`config.mk`:
```
export PLATFORM = sky130hd
export DESIGN_NAME = cct_timer
export DESIGN_NICKNAME = d
export VERILOG_FILES = /design/src/hw/cct_pkg.sv /design/src/hw/cct_chan_if.sv /design/src/hw/cct_timer.sv /design/src/hw/cct_channel.sv
export SDC_FILE = /design/constraint.sdc
export NUM_CORES = 1
export LEC_CHECK = 0
export BUFFER_PORTS_ARGS = -buffer_cell sky130_fd_sc_hd__buf_2
export CAP_MARGIN = 10
export CORE_ASPECT_RATIO = 1.5
export CORE_UTILIZATION = 55
export CTS_BUF_LIST = sky130_fd_sc_hd__clkbuf_16
export DETAILED_ROUTE_END_ITERATION = 12
export PLACE_DENSITY = 0.76
export SYNTH_ARGS = -nofsm -noshare
export SYNTH_HDL_FRONTEND = slang
export SYNTH_SLANG_ARGS = --single-unit
```
`constraint.sdc`:
```
create_clock -name pclk -period 3.2 [get_ports pclk]
set_input_delay 0.32 -clock pclk [delete_from_list [all_inputs] [get_ports pclk]]
set_output_delay 0.32 -clock pclk [all_outputs]
set_load 0.005 [all_outputs]
```
`src/hw/cct_pkg.sv`:
```
/*
 * Shared constants and types of the two-channel capture/compare timer:
 * APB register offsets, field positions, reset values and counter width.
 * Assumes a 32-bit APB bus with byte addresses and one register per word.
 */
// Function
// - Two channels, each set up alone as input capture or output compare.
// - A 16-bit up-counter runs free or wraps at the modulo limit.
// - Software may read the counter any time without disturbing it.
// - Counter ticks come from a prescaler with seven rates set by prescale_select.
// - A halt control stops counting; a reset control clears counter and prescaler.
// - Capture triggers on rising, falling or either edge per edge select.
// - An active capture edge copies the counter into the channel value.
// - Every qualifying edge captures, whether the flag is set or not.
// - The captured value lands two bus cycles after the pin event.
// - A later capture overwrites an earlier, unread one.
// - A set channel flag requests an interrupt only when enabled.
// - Reset leaves the channel value registers unchanged.
// - On a compare match the pin is set, cleared or toggled as configured.
// - A compare match sets the channel flag and so may interrupt.
// - With toggle_at_wrap set, a compare pin toggles at each counter wrap; a match at count 0 acts after the toggle.
// - A new unbuffered compare value acts at once; a passed value waits a period.
// - Capture and compare share one counter, so capture plus offset times outputs.
// - chan0_buffered_link pairs channels; last-written value drives pin 0 per wrap.
// - Mode select 0:1 is unbuffered compare, 1:0 buffered compare.
// - In compare mode edge/level 1:0 clears the pin, 1:1 sets it.
package cct_pkg;

    localparam int CNT_W = 16;
    localparam int PSC_W = 6;
    localparam int ADDR_W = 8;

    // ************************************************************
    // Register offsets (byte addresses)
    // ************************************************************
    localparam logic [ADDR_W-1:0] OFS_TIMER_SC = 8'h00;
    localparam logic [ADDR_W-1:0] OFS_COUNT = 8'h04;
    localparam logic [ADDR_W-1:0] OFS_MODULO = 8'h08;
    localparam logic [ADDR_W-1:0] OFS_CH0_SC = 8'h0c;
    localparam logic [ADDR_W-1:0] OFS_CH0_VAL = 8'h10;
    localparam logic [ADDR_W-1:0] OFS_CH1_SC = 8'h14;
    localparam logic [ADDR_W-1:0] OFS_CH1_VAL = 8'h18;

    // Decoded register selectors.
    localparam logic [2:0] SEL_TIMER_SC = 3'h0;
    localparam logic [2:0] SEL_COUNT = 3'h1;
    localparam logic [2:0] SEL_MODULO = 3'h2;
    localparam logic [2:0] SEL_CH0_SC = 3'h3;
    localparam logic [2:0] SEL_CH0_VAL = 3'h4;
    localparam logic [2:0] SEL_CH1_SC = 3'h5;
    localparam logic [2:0] SEL_CH1_VAL = 3'h6;
    localparam logic [2:0] SEL_NONE = 3'h7;

    // ************************************************************
    // Field positions
    // ************************************************************
    localparam int TSC_OVF = 7;
    localparam int TSC_OVF_IE = 6;
    localparam int TSC_HALT = 5;
    localparam int TSC_CLR = 4;
    localparam int TSC_PS_LSB = 0;
    localparam int PS_W = 3;
    localparam int CSC_FLAG = 7;
    localparam int CSC_LSB = 1;
    localparam int CSC_W = 7;

    // ************************************************************
    // Reset values and prescaler limits
    // ************************************************************
    localparam logic [CNT_W-1:0] MODULO_RST = 16'hffff;
    localparam logic [CNT_W-1:0] COUNT_RST = 16'h0000;
    localparam logic [PS_W-1:0] PS_RST = 3'h0;
    localparam logic [PS_W-1:0] PS_MAX = 3'h6;

    // Channel status/control, bits 7..1 of its register.
    typedef struct packed {
        logic flag;
        logic irq_en;
        logic mode_sel_hi;
        logic mode_sel_lo;
        logic edge_level_sel_hi;
        logic edge_level_sel_lo;
        logic toggle_at_wrap;
    } cct_chsc_t;

endpackage : cct_pkg

```
`src/hw/cct_chan_if.sv`:
```
/*
 * Connection between the timer core and one channel slice.
 * Assumes both ends share pclk; no clocking block is used.
 */
interface cct_chan_if;
    import cct_pkg::*;
    logic [CNT_W-1:0] count;
    logic cnt_new;
    logic wrap;
    cct_chsc_t cfg;
    logic released;
    logic val_we;
    logic [CNT_W-1:0] wdata;
    logic [CNT_W-1:0] cmp_val;
    logic [CNT_W-1:0] value;
    logic event_hit;
    logic pin_out;
    logic pin_oe;

    modport core (
        output count, cnt_new, wrap, cfg, released, val_we, wdata, cmp_val,
        input value, event_hit, pin_out, pin_oe
    );
    modport chan (
        input count, cnt_new, wrap, cfg, released, val_we, wdata, cmp_val,
        output value, event_hit, pin_out, pin_oe
    );
endinterface : cct_chan_if

```
`src/hw/cct_timer.sv`:
```
/*
 * Two-channel capture/compare timer with an APB register slave.
 * Assumes an APB master on pclk; channel pins are asynchronous and each
 * channel slice synchronises its own input.
 */
// The register offsets and register access over APB were decided locally.
module cct_timer #(
    parameter int CH_N = 2
) (
    // Clock and reset
    input wire logic pclk,
    input wire logic presetn,
    // APB slave
    input wire logic psel,
    input wire logic penable,
    input wire logic pwrite,
    input wire logic [cct_pkg::ADDR_W-1:0] paddr,
    input wire logic [31:0] pwdata,
    output logic [31:0] prdata,
    output logic pready,
    output logic pslverr,
    // Channel 0 pin
    input wire logic chan0_pin_in,
    output logic chan0_pin_out,
    output logic chan0_pin_oe,
    // Channel 1 pin
    input wire logic chan1_pin_in,
    output logic chan1_pin_out,
    output logic chan1_pin_oe,
    // Interrupt request
    output logic irq
);
    import cct_pkg::*;

    typedef struct packed {
        logic [PSC_W-1:0] psc;
        logic [CNT_W-1:0] cnt;
        logic [CNT_W-1:0] modv;
        logic ovf;
        logic ovf_ie;
        logic halt;
        logic [PS_W-1:0] ps;
        cct_chsc_t [1:0] ch;
        logic cnt_new;
        logic wrap;
        logic act_sel;
        logic last_wr;
        logic pready;
        logic [31:0] prdata;
        logic pslverr;
        logic irq;
    } cct_top_st_t;

    cct_top_st_t q;
    cct_top_st_t d;
    logic [CH_N-1:0] pin_in_w;
    logic [CH_N-1:0] pin_out_w;
    logic [CH_N-1:0] pin_oe_w;
    logic [CH_N-1:0] ev_w;
    logic [CH_N-1:0] val_we;
    logic [CNT_W-1:0] val_w [CH_N];
    logic linked;
    logic acc;
    logic wr;
    logic tick;
    logic [2:0] wsel;

    // ************************************************************
    // Helpers
    // ************************************************************
    function automatic logic [2:0] cct_decode(input logic [ADDR_W-1:0] a);
        case (a)
            OFS_TIMER_SC: cct_decode = SEL_TIMER_SC;
            OFS_COUNT: cct_decode = SEL_COUNT;
            OFS_MODULO: cct_decode = SEL_MODULO;
            OFS_CH0_SC: cct_decode = SEL_CH0_SC;
            OFS_CH0_VAL: cct_decode = SEL_CH0_VAL;
            OFS_CH1_SC: cct_decode = SEL_CH1_SC;
            OFS_CH1_VAL: cct_decode = SEL_CH1_VAL;
            default: cct_decode = SEL_NONE;
        endcase
    endfunction : cct_decode

    // Divide by 2**ps; select 7 falls back to the slowest rate.
    function automatic logic [PSC_W-1:0] cct_psc_mask(input logic [PS_W-1:0] ps);
        logic [PS_W-1:0] s;
        s = (ps > PS_MAX) ? PS_MAX : ps;
        cct_psc_mask = PSC_W'((7'h01 << s) - 7'h01);
    endfunction : cct_psc_mask

    // ************************************************************
    // Channel slices
    // ************************************************************
    assign pin_in_w = {chan1_pin_in, chan0_pin_in};
    assign linked = q.ch[0].mode_sel_hi;

    cct_chan_if chif[CH_N] ();

    generate
        for (genvar i = 0; i < CH_N; i++) begin : g_ch
            assign chif[i].count = q.cnt;
            assign chif[i].cnt_new = q.cnt_new;
            assign chif[i].wrap = q.wrap;
            assign chif[i].cfg = q.ch[i];
            assign chif[i].released = (i != 0) && linked;
            assign chif[i].val_we = val_we[i];
            assign chif[i].wdata = pwdata[CNT_W-1:0];
            assign val_w[i] = chif[i].value;
            assign ev_w[i] = chif[i].event_hit;
            assign pin_out_w[i] = chif[i].pin_out;
            assign pin_oe_w[i] = chif[i].pin_oe;
            cct_channel u_ch (
                .pclk(pclk),
                .presetn(presetn),
                .pin_in(pin_in_w[i]),
                .bus(chif[i])
            );
        end
    endgenerate

    // A linked pair drives channel 0 from whichever value was written last before the latest wrap.
    assign chif[0].cmp_val = (linked && q.act_sel) ? val_w[1] : val_w[0];
    assign chif[1].cmp_val = val_w[1];

    // ************************************************************
    // Bus decode
    // ************************************************************
    assign acc = psel && penable && q.pready;
    assign wr = acc && pwrite;
    assign wsel = cct_decode(paddr);
    assign val_we[0] = wr && wsel == SEL_CH0_VAL;
    assign val_we[1] = wr && wsel == SEL_CH1_VAL;
    assign tick = !q.halt && (q.psc & cct_psc_mask(q.ps)) == cct_psc_mask(q.ps);

    // ************************************************************
    // Next state
    // ************************************************************
    always_comb begin
        d = q;
        d.cnt_new = 1'b0;
        d.wrap = 1'b0;

        // Register writes; flag clears come first so that a set wins.
        if (wr) begin
            case (wsel)
                SEL_TIMER_SC: begin
                    d.ovf = q.ovf && !pwdata[TSC_OVF];
                    d.ovf_ie = pwdata[TSC_OVF_IE];
                    d.halt = pwdata[TSC_HALT];
                    d.ps = pwdata[TSC_PS_LSB +: PS_W];
                end
                SEL_MODULO: d.modv = pwdata[CNT_W-1:0];
                SEL_CH0_SC: begin
                    d.ch[0] = pwdata[CSC_LSB +: CSC_W];
                    d.ch[0].flag = q.ch[0].flag && !pwdata[CSC_FLAG];
                end
                SEL_CH1_SC: begin
                    d.ch[1] = pwdata[CSC_LSB +: CSC_W];
                    d.ch[1].flag = q.ch[1].flag && !pwdata[CSC_FLAG];
                end
                SEL_CH0_VAL: d.last_wr = 1'b0;
                SEL_CH1_VAL: d.last_wr = 1'b1;
                default: d.ovf = d.ovf;
            endcase
        end

        // Prescaler and counter; both freeze while halted.
        if (!q.halt) begin
            d.psc = q.psc + 6'h01;
        end
        if (tick) begin
            d.cnt_new = 1'b1;
            if (q.cnt == q.modv) begin
                d.cnt = COUNT_RST;
                d.wrap = 1'b1;
                d.ovf = 1'b1;
            end else begin
                d.cnt = q.cnt + 16'h0001;
            end
        end
        if (wr && wsel == SEL_TIMER_SC && pwdata[TSC_CLR]) begin
            d.cnt = COUNT_RST;
            d.psc = '0;
            d.cnt_new = 1'b0;
            d.wrap = 1'b0;
        end

        // Buffered pairing swaps the driving register only at a wrap.
        if (q.wrap) begin
            d.act_sel = q.last_wr;
        end
        if (!linked) begin
            d.act_sel = 1'b0;
            d.last_wr = 1'b0;
        end

        for (int i = 0; i < CH_N; i++) begin
            if (ev_w[i]) begin
                d.ch[i].flag = 1'b1;
            end
        end

        // Interrupt request from enabled flags.
        d.irq = (d.ovf && d.ovf_ie)
            || (d.ch[0].flag && d.ch[0].irq_en)
            || (d.ch[1].flag && d.ch[1].irq_en);

        // APB: data and response are captured in the setup cycle.
        d.pready = psel && !penable;
        d.pslverr = 1'b0;
        if (psel && !penable) begin
            d.pslverr = cct_decode(paddr) == SEL_NONE;
            case (cct_decode(paddr))
                SEL_TIMER_SC: d.prdata = {24'h0, q.ovf, q.ovf_ie, q.halt, 2'h0, q.ps};
                SEL_COUNT: d.prdata = {16'h0, q.cnt};
                SEL_MODULO: d.prdata = {16'h0, q.modv};
                SEL_CH0_SC: d.prdata = {24'h0, q.ch[0], 1'b0};
                SEL_CH0_VAL: d.prdata = {16'h0, val_w[0]};
                SEL_CH1_SC: d.prdata = {24'h0, q.ch[1], 1'b0};
                SEL_CH1_VAL: d.prdata = {16'h0, val_w[1]};
                default: d.prdata = 32'h0;
            endcase
        end
    end

    always_ff @(posedge pclk or negedge presetn) begin
        if (!presetn) begin
            q <= '0;
            q.modv <= MODULO_RST;
            q.ps <= PS_RST;
        end else begin
            q <= d;
        end
    end

    // ************************************************************
    // Outputs
    // ************************************************************
    assign prdata = q.prdata;
    assign pready = q.pready;
    assign pslverr = q.pslverr;
    assign irq = q.irq;
    assign chan0_pin_out = pin_out_w[0];
    assign chan0_pin_oe = pin_oe_w[0];
    assign chan1_pin_out = pin_out_w[1];
    assign chan1_pin_oe = pin_oe_w[1];
endmodule : cct_timer

```
`src/hw/cct_channel.sv`:
```
/*
 * One capture/compare channel: pin synchroniser, edge detect, value
 * register, compare match and pin drive.
 * Assumes the core supplies the counter and a pulse for each new count.
 */
module cct_channel (
    // Clock and reset
    input wire logic pclk,
    input wire logic presetn,
    // Channel pin input
    input wire logic pin_in,
    // Core side
    cct_chan_if.chan bus
);
    import cct_pkg::*;

    typedef struct packed {
        logic sync1;
        logic sync2;
        logic prev;
        logic pin;
        logic oe;
    } cct_ch_st_t;

    cct_ch_st_t q;
    cct_ch_st_t d;
    logic [CNT_W-1:0] value_q;
    logic [1:0] mode;
    logic [1:0] els;
    logic in_cap;
    logic out_mode;
    logic rise;
    logic fall;
    logic edge_hit;
    logic match;

    assign mode = {bus.cfg.mode_sel_hi, bus.cfg.mode_sel_lo};
    assign els = {bus.cfg.edge_level_sel_hi, bus.cfg.edge_level_sel_lo};
    assign in_cap = !bus.released && mode == 2'h0 && els != 2'h0;
    assign out_mode = !bus.released && mode != 2'h0;
    assign rise = q.sync2 && !q.prev;
    assign fall = !q.sync2 && q.prev;
    assign edge_hit = in_cap && ((els[0] && rise) || (els[1] && fall));
    assign match = out_mode && bus.cnt_new && bus.count == bus.cmp_val;

    assign bus.value = value_q;
    assign bus.event_hit = edge_hit || match;
    assign bus.pin_out = q.pin;
    assign bus.pin_oe = q.oe;

    always_comb begin
        d = q;
        d.sync1 = pin_in;
        d.sync2 = q.sync1;
        d.prev = q.sync2;
        if (out_mode && bus.wrap && bus.cfg.toggle_at_wrap) begin
            d.pin = !q.pin;
        end
        if (match) begin
            case (els)
                2'h1: d.pin = !d.pin;
                2'h2: d.pin = 1'b0;
                2'h3: d.pin = 1'b1;
                default: d.pin = d.pin;
            endcase
        end
        d.oe = out_mode && (els != 2'h0 || bus.cfg.toggle_at_wrap);
    end

    always_ff @(posedge pclk or negedge presetn) begin
        if (!presetn) begin
            q <= '0;
        end else begin
            q <= d;
        end
    end

    // The value register has no reset so that a capture survives it.
    always_ff @(posedge pclk) begin
        if (edge_hit) begin
            value_q <= bus.count;
        end else if (bus.val_we) begin
            value_q <= bus.wdata;
        end
    end
endmodule : cct_channel

```
## Word level (Yosys, flattened, before mapping)

Cells that the tools add are included.

| word-level totals | value |
|---|---|
| logic and storage cells | 192 |
| flip-flop bits (word level) | 123 |
| output and inout port bits | 39 |
| bits of input ports | 47 |

| operators by class | value |
|---|---|
| mux-type cells | 36 |
| bitwise gates (word level) | 1 |
| shift-type cells | 1 |
| $lt $le $gt $ge | 1 |
| equal/unequal tests | 32 |
| reduce and logical (&&, ||, !) cells | 77 |
| add/subtract/negate cells | 3 |

Operators with widths:

| kind | number |
|---|---|
| 16-bit two-way mux | 7 |
| 16-bit case mux with 7 select lines | 1 |
| 16-bit equality test | 3 |
| 1-bit logical AND | 40 |
| 8-bit by 5-bit equality test with 1-bit output, second input constant | 3 |
| 22-bit two-way mux | 1 |
| 3-bit equality test, second input constant | 7 |
| 3-bit case mux with 7 select lines | 1 |
| 20-bit two-way mux | 1 |
| 16-bit by 1-bit adder with 16-bit output, second input constant | 1 |
| 8-bit by 4-bit equality test with 1-bit output, second input constant | 2 |
| 7-bit two-way mux | 2 |
| 2-bit nonzero test | 7 |
| 1-bit two-way mux | 13 |
| 3-bit by 2-bit equality test with 1-bit output, second input constant | 4 |
| 1-bit logical NOT | 12 |
| 2-bit AND reduction | 5 |
| 2-bit equality test, second input constant | 4 |
| 8-bit by 3-bit equality test with 1-bit output, second input constant | 1 |
| 8-bit logical NOT | 1 |
| 1-bit logical OR | 8 |
| 6-bit by 1-bit adder with 6-bit output, second input constant | 1 |
| 6-bit AND | 1 |
| 6-bit equality test | 1 |
| 16 further kinds | 24 |

## Longest topological paths before layout

| logic depth | value |
|---|---|
| depth after elaboration | 11 |
| gate-level depth with buffers | 10 |

## Cells and area by module

From an unflattened synthesis, not the netlist that was laid out.

| unflattened totals | value |
|---|---|
| cells, all modules | 616 |
| area total of the unflattened synthesis | 7,010.5 sq um |

Modules (own cells, without submodules):

| module | area an instance (sq um) | seq. area each (sq um) | times used | cells an instance |
|---|---|---|---|---|
| cct_timer | 4,840.9 | 2,047.0 | 1 | 464 |
| cct_channel | 1,084.8 | 605.6 | 2 | 76 |

## Worst setup path before layout

OpenSTA, ideal clock, no wires.

| timing path | value |
|---|---|
| path type | input to register |
| start point | input port paddr[5] in the netlist's numbering |
| end point | register g_ch[0].u_ch.value_q[0] (enable) |
| data required time | 2,825 ps |
| stages on the path | 7 |
| slack | 551 ps |
| library setup time | 375 ps |
| arrival | 2,274 ps |
| path through | or3_1 > clkbuf_1 > or3b_1 > nor2_1 > clkbuf_1 > nand2_1 > nand2b_1 |

| between the ends | value |
|---|---|
| word-level cells in the longest chain between the ends | 5 |

Ends and longest elaborated chain:

| element | line | source |
|---|---|---|
| start, declared | cct_timer.sv:17 | `input wire logic [cct_pkg::ADDR_W-1:0] paddr,` |
| 8-bit by 5-bit equality test with 1-bit output (tied with other cells) | cct_timer.sv:72 | `case (a)` |
| 3-bit case mux with 7 select lines * | cct_timer.sv:72 |  |
| 3-bit equality test * | cct_timer.sv:131 | `assign val_we[0] = wr && wsel == SEL_CH0_VAL;` |
| 1-bit logical AND * | cct_timer.sv:131 |  |
| 2-bit nonzero test (no line) * | - |  |
| end signal, assigned | cct_channel.sv:81 | `value_q <= bus.count;` |
| end signal, assigned | cct_channel.sv:83 | `value_q <= bus.wdata;` |
| end, declared | cct_channel.sv:27 | `logic [CNT_W-1:0] value_q;` |

Mark *: on every way between the ends. The rest lies on a longest branch, timed or not.
A chain may end at the register's enable or synchronous reset.

## Worst setup path after layout

| timing path | value |
|---|---|
| start point | register q, in the netlist chif[1].cfg[2] |
| end point | register g_ch[1].u_ch.value_q[0], data pin |

| between the ends | value |
|---|---|
| word-level cells in the longest chain between the ends | 4 |

Ends and longest elaborated chain:

| element | line | source |
|---|---|---|
| start, declared | cct_timer.sv:54 | `cct_top_st_t q;` |
| 2-bit nonzero test or 1-bit logical AND (tied branches) | cct_channel.sv:39, cct_channel.sv:43 |  |
| 1-bit logical AND or 1-bit logical OR (tied branches) | cct_channel.sv:39, cct_channel.sv:43 |  |
| 1-bit logical AND * | cct_channel.sv:43 | `assign edge_hit = in_cap && ((els[0] && rise) \|\| (els[1] && fall));` |
| 16-bit two-way mux * | cct_channel.sv:80 | `if (edge_hit) begin` |
| end signal, assigned | cct_channel.sv:81 |  |
| end signal, assigned | cct_channel.sv:83 |  |
| end, declared | cct_channel.sv:27 |  |

Marks and branches as above.

==> results.cfg <==
[status]
outcome = complete, no violations

[drt]
viasPerCell = 6.39
post_drt_wl_per_cell_um = 22.2
wl_um = 18000
vias = 5181
first_pass_iters = 6
drtIter0Drc = 571
drc = 0
final_antenna_net_count = 0

[timing]
setup_ws_ns = 0.729
finalCriticalPeriod_ns = 2.47
maxSlewViolCount = 0
rsz0062_at_grt = false
slew_headroom_pct = 37.2
clock_skew_ns = 0.00526
setup_viol = 0
hold_viol_final = 0
finalCritPeriodShare_pct = 77.2
worst_pin_slew_ns = 0.940
fmax_ghz = 0.405
fin_tns_setup_ns = 0

[clock_tree]
clock_sinks = 123
cts_tree = done
clk_latency_ns = 0.42
clk_pin_slew_worst_paths_ns = 0.06
clockBufferDepth = 2
root_buffer = clkbuf_16
htreeDepth = 4
post_cts_buffers = 0
cts_made_buffers = 17

[yosys]
synth.largest_area_cell = dfrtp_1
async_flop_share_pct = 74.0
yosys_most_used_dff = dfrtp_1
yosys-top-cells-area = dfrtp_1, edfxtp_1, mux2_2, dfstp_2, buf_4
yosysUniqueCellTypes = 61
syn_area_per_cell_um2 = 11.1
ys_ff_latch = 123
ys_seq_area_share_pct = 48.0
synth_edf_count = 32
synth_top_area_share_pct = 27.6
synth_most_common_cell = dfrtp_1
synth_common_cells = dfrtp_1, mux2_2, nand2_1
synth_area_um2 = 6790
ys_warn_count = 0
syn_inst = 610

[worst_setup_path]
worstSetupPathType = reg -> reg
r2r_cells = 4
end_kind = flip-flop
worst_r2r_endpoint = g_ch[1].u_ch.bus.value[0]$_DFFE_PP_
critical_path.startpoint_type = flip-flop
critPathMaxFanout = 11
r2r-start = chif[1].cfg[2]$_DFFE_PN0P_
reg2reg_slack_ns = 0.73
cp.required_ns = 3.36
cp.arrival_ns = 2.63

[min_path]
hold_path_class = in -> reg
whs_path_depth = 1
hold_start = chan1_pin_in
hold_end = g_ch[1].u_ch.d[3]$_DFF_PN0_

[placement]
dp.final_hpwl_um = 12400
place_worst_setup_slack_ns = 0.654
gp_congestion = 0.958
place_area_um2 = 7040
port_buffers = 53

[global_routing]
grt_max_degree = 89
grt.overflow.total = 0
grt_pass1_vias = 5247
grt_pass1_wl_um = 28200
antenna_found_initial = 0
grt_usage_pct = 29.4

[run]
maxCapViolCount = 0

[floorplan]
fp-row-count = 49
dieArea_um2 = 12800
initial_core_util_pct = 56.5
core_um2 = 12000
die_x_um = 92.7
die_h_um = 138
io_pins = 86

[power]
power.density_nw_per_um2 = 584
power_w = 0.00449
ir_drop_mv = 0.302
power_leakage_nw = 3.35

[finish]
postLayoutCoreUtil_pct = 64.0
design_area_um2 = 7690
syn_to_final_growth_pct = 13.2
antenna_cells = 0
fin_nets = 694
drive_gt1_share_pct = 29.6
[flip-flops by register name, summed over array words and instances (netlist names)]
name	flops
irq	1
chif.wrap	1
chif.count	16
q	30
g_ch.u_ch.bus.value	32
g_ch.u_ch.bus.pin_oe	2
prdata	16
g_ch.u_ch.bus.pin_out	2
chif.released	1
pslverr	1
pready	1
g_ch.u_ch.q	2
chif.cnt_new	1
g_ch.u_ch.d	4
chif.cfg	13
[how the worst max path moves through the flow]
| stage | end | slack [ns] | cells past startpoint | startpoint |
|---|---|---|---|---|
| floorplan | g_ch[0].u_ch.bus.value[0]$_DFFE_PP_ | 0.55 | 7 | paddr[5] |
| global route | irq$_DFF_PN0_ | 0.63 | 7 | chif[0].count[10]$_DFFE_PN0P_ |
| detailed placement | q[68]$_DFFE_PN1P_ | 0.65 | 5 | paddr[5] |
| CTS | irq$_DFF_PN0_ | 0.77 | 7 | chif[0].count[10]$_DFFE_PN0P_ |
| finish | g_ch[1].u_ch.bus.value[0]$_DFFE_PP_ | 0.73 | 4 | chif[1].cfg[2]$_DFFE_PN0P_ |
| global placement | irq$_DFF_PN0_ | 0.68 | 6 | paddr[1] |
[cell families (layout without fill, tap and decap cells)]
| group | Yosys count | count (layout) | synth area share [%] |
|---|---|---|---|
| multiplexers | 73 | 73 | 12.3 |
| XOR/XNOR | 48 | 48 | 6.19 |
| AND/OR/NAND/NOR | 178 | 178 | 14.3 |
| adder cells (fa/ha/maj) | 2 | 2 | 0.368 |
| buffers and inverters | 83 | 116 | 6.87 |
| other | 1 | 16 | 0.0552 |
| AO/OA/AOI/OAI | 102 | 102 | 11.9 |
| flip-flops | 123 | 123 | 48.0 |
[worst max-delay path: stages (launching register included)]
cell	delay, ns
dfrtp_1	0.47
nand3b_1	0.17
a2111oi_4	0.85
buf_4	0.35
mux2_2	0.37
[where the power goes]
group / internal (W) / switching [W]
Combinational: 0.000252 / 0.000288
Sequential: 0.00171 / 0.000259
Clock: 0.00127 / 0.000704
[metrics by stage]
stage / hold slack (ns) / cells
6_report: 0.00681 / 811
5_1_grt: 0.000330 / 811
4_1_cts: 0.000397 / 809
3_5_place_dp: 0.348 / 777
3_3_place_gp: 0.333 / 777
2_1_floorplan: 0.0244 / 625
[what timing repair did]
action,in CTS,in global routing
endpoints found under the hold margin,0,21
gates resized for setup,0,0
hold buffers,0,1
[cells in the final DEF (no fill, tap or decap), drive strengths merged, types with 7 or more instances in the layout]
| cell type | n |
|---|---|
| nor2 | 26 |
| dfrtp | 75 |
| nand4 | 9 |
| inv | 14 |
| clkbuf | 20 |
| nor4 | 13 |
| buf | 73 |
| xor2 | 22 |
| and3 | 8 |
| edfxtp | 32 |
| o21ai | 15 |
| nand2 | 46 |
| conb | 16 |
| nand2b | 8 |
| a21oi | 7 |
| nor3 | 11 |
| nand3 | 19 |
| dfstp | 16 |
| xnor2 | 26 |
| nor2b | 12 |
| a222oi | 13 |
| a22oi | 7 |
| a21o | 9 |
| a22o | 18 |
| mux2 | 65 |
[final cells by class]
class	count	area (um^2)
Sequential cell	123	3260
Timing Repair Buffer	74	448
Clock inverter	12	114
Multi-Input combinational cell	419	3140
Inverter	10	37.5
Tap cell	153	191
Clock buffer	20	500
Fill cell	967	4330
[routing by layer]
| metal | track usage (%) | wire length, um | up-vias |
|---|---|---|---|
| met1 | 35.5 | 6820 | 2563 |
| met4 | 17.9 | 962 | 0 |
| li1 | - | - | 2270 |
| met3 | 5.83 | 1120 | 69 |
| met2 | 48.1 | 9080 | 279 |
| met5 | 0 | 0 | - |
Power figures use the tool's default switching activity.
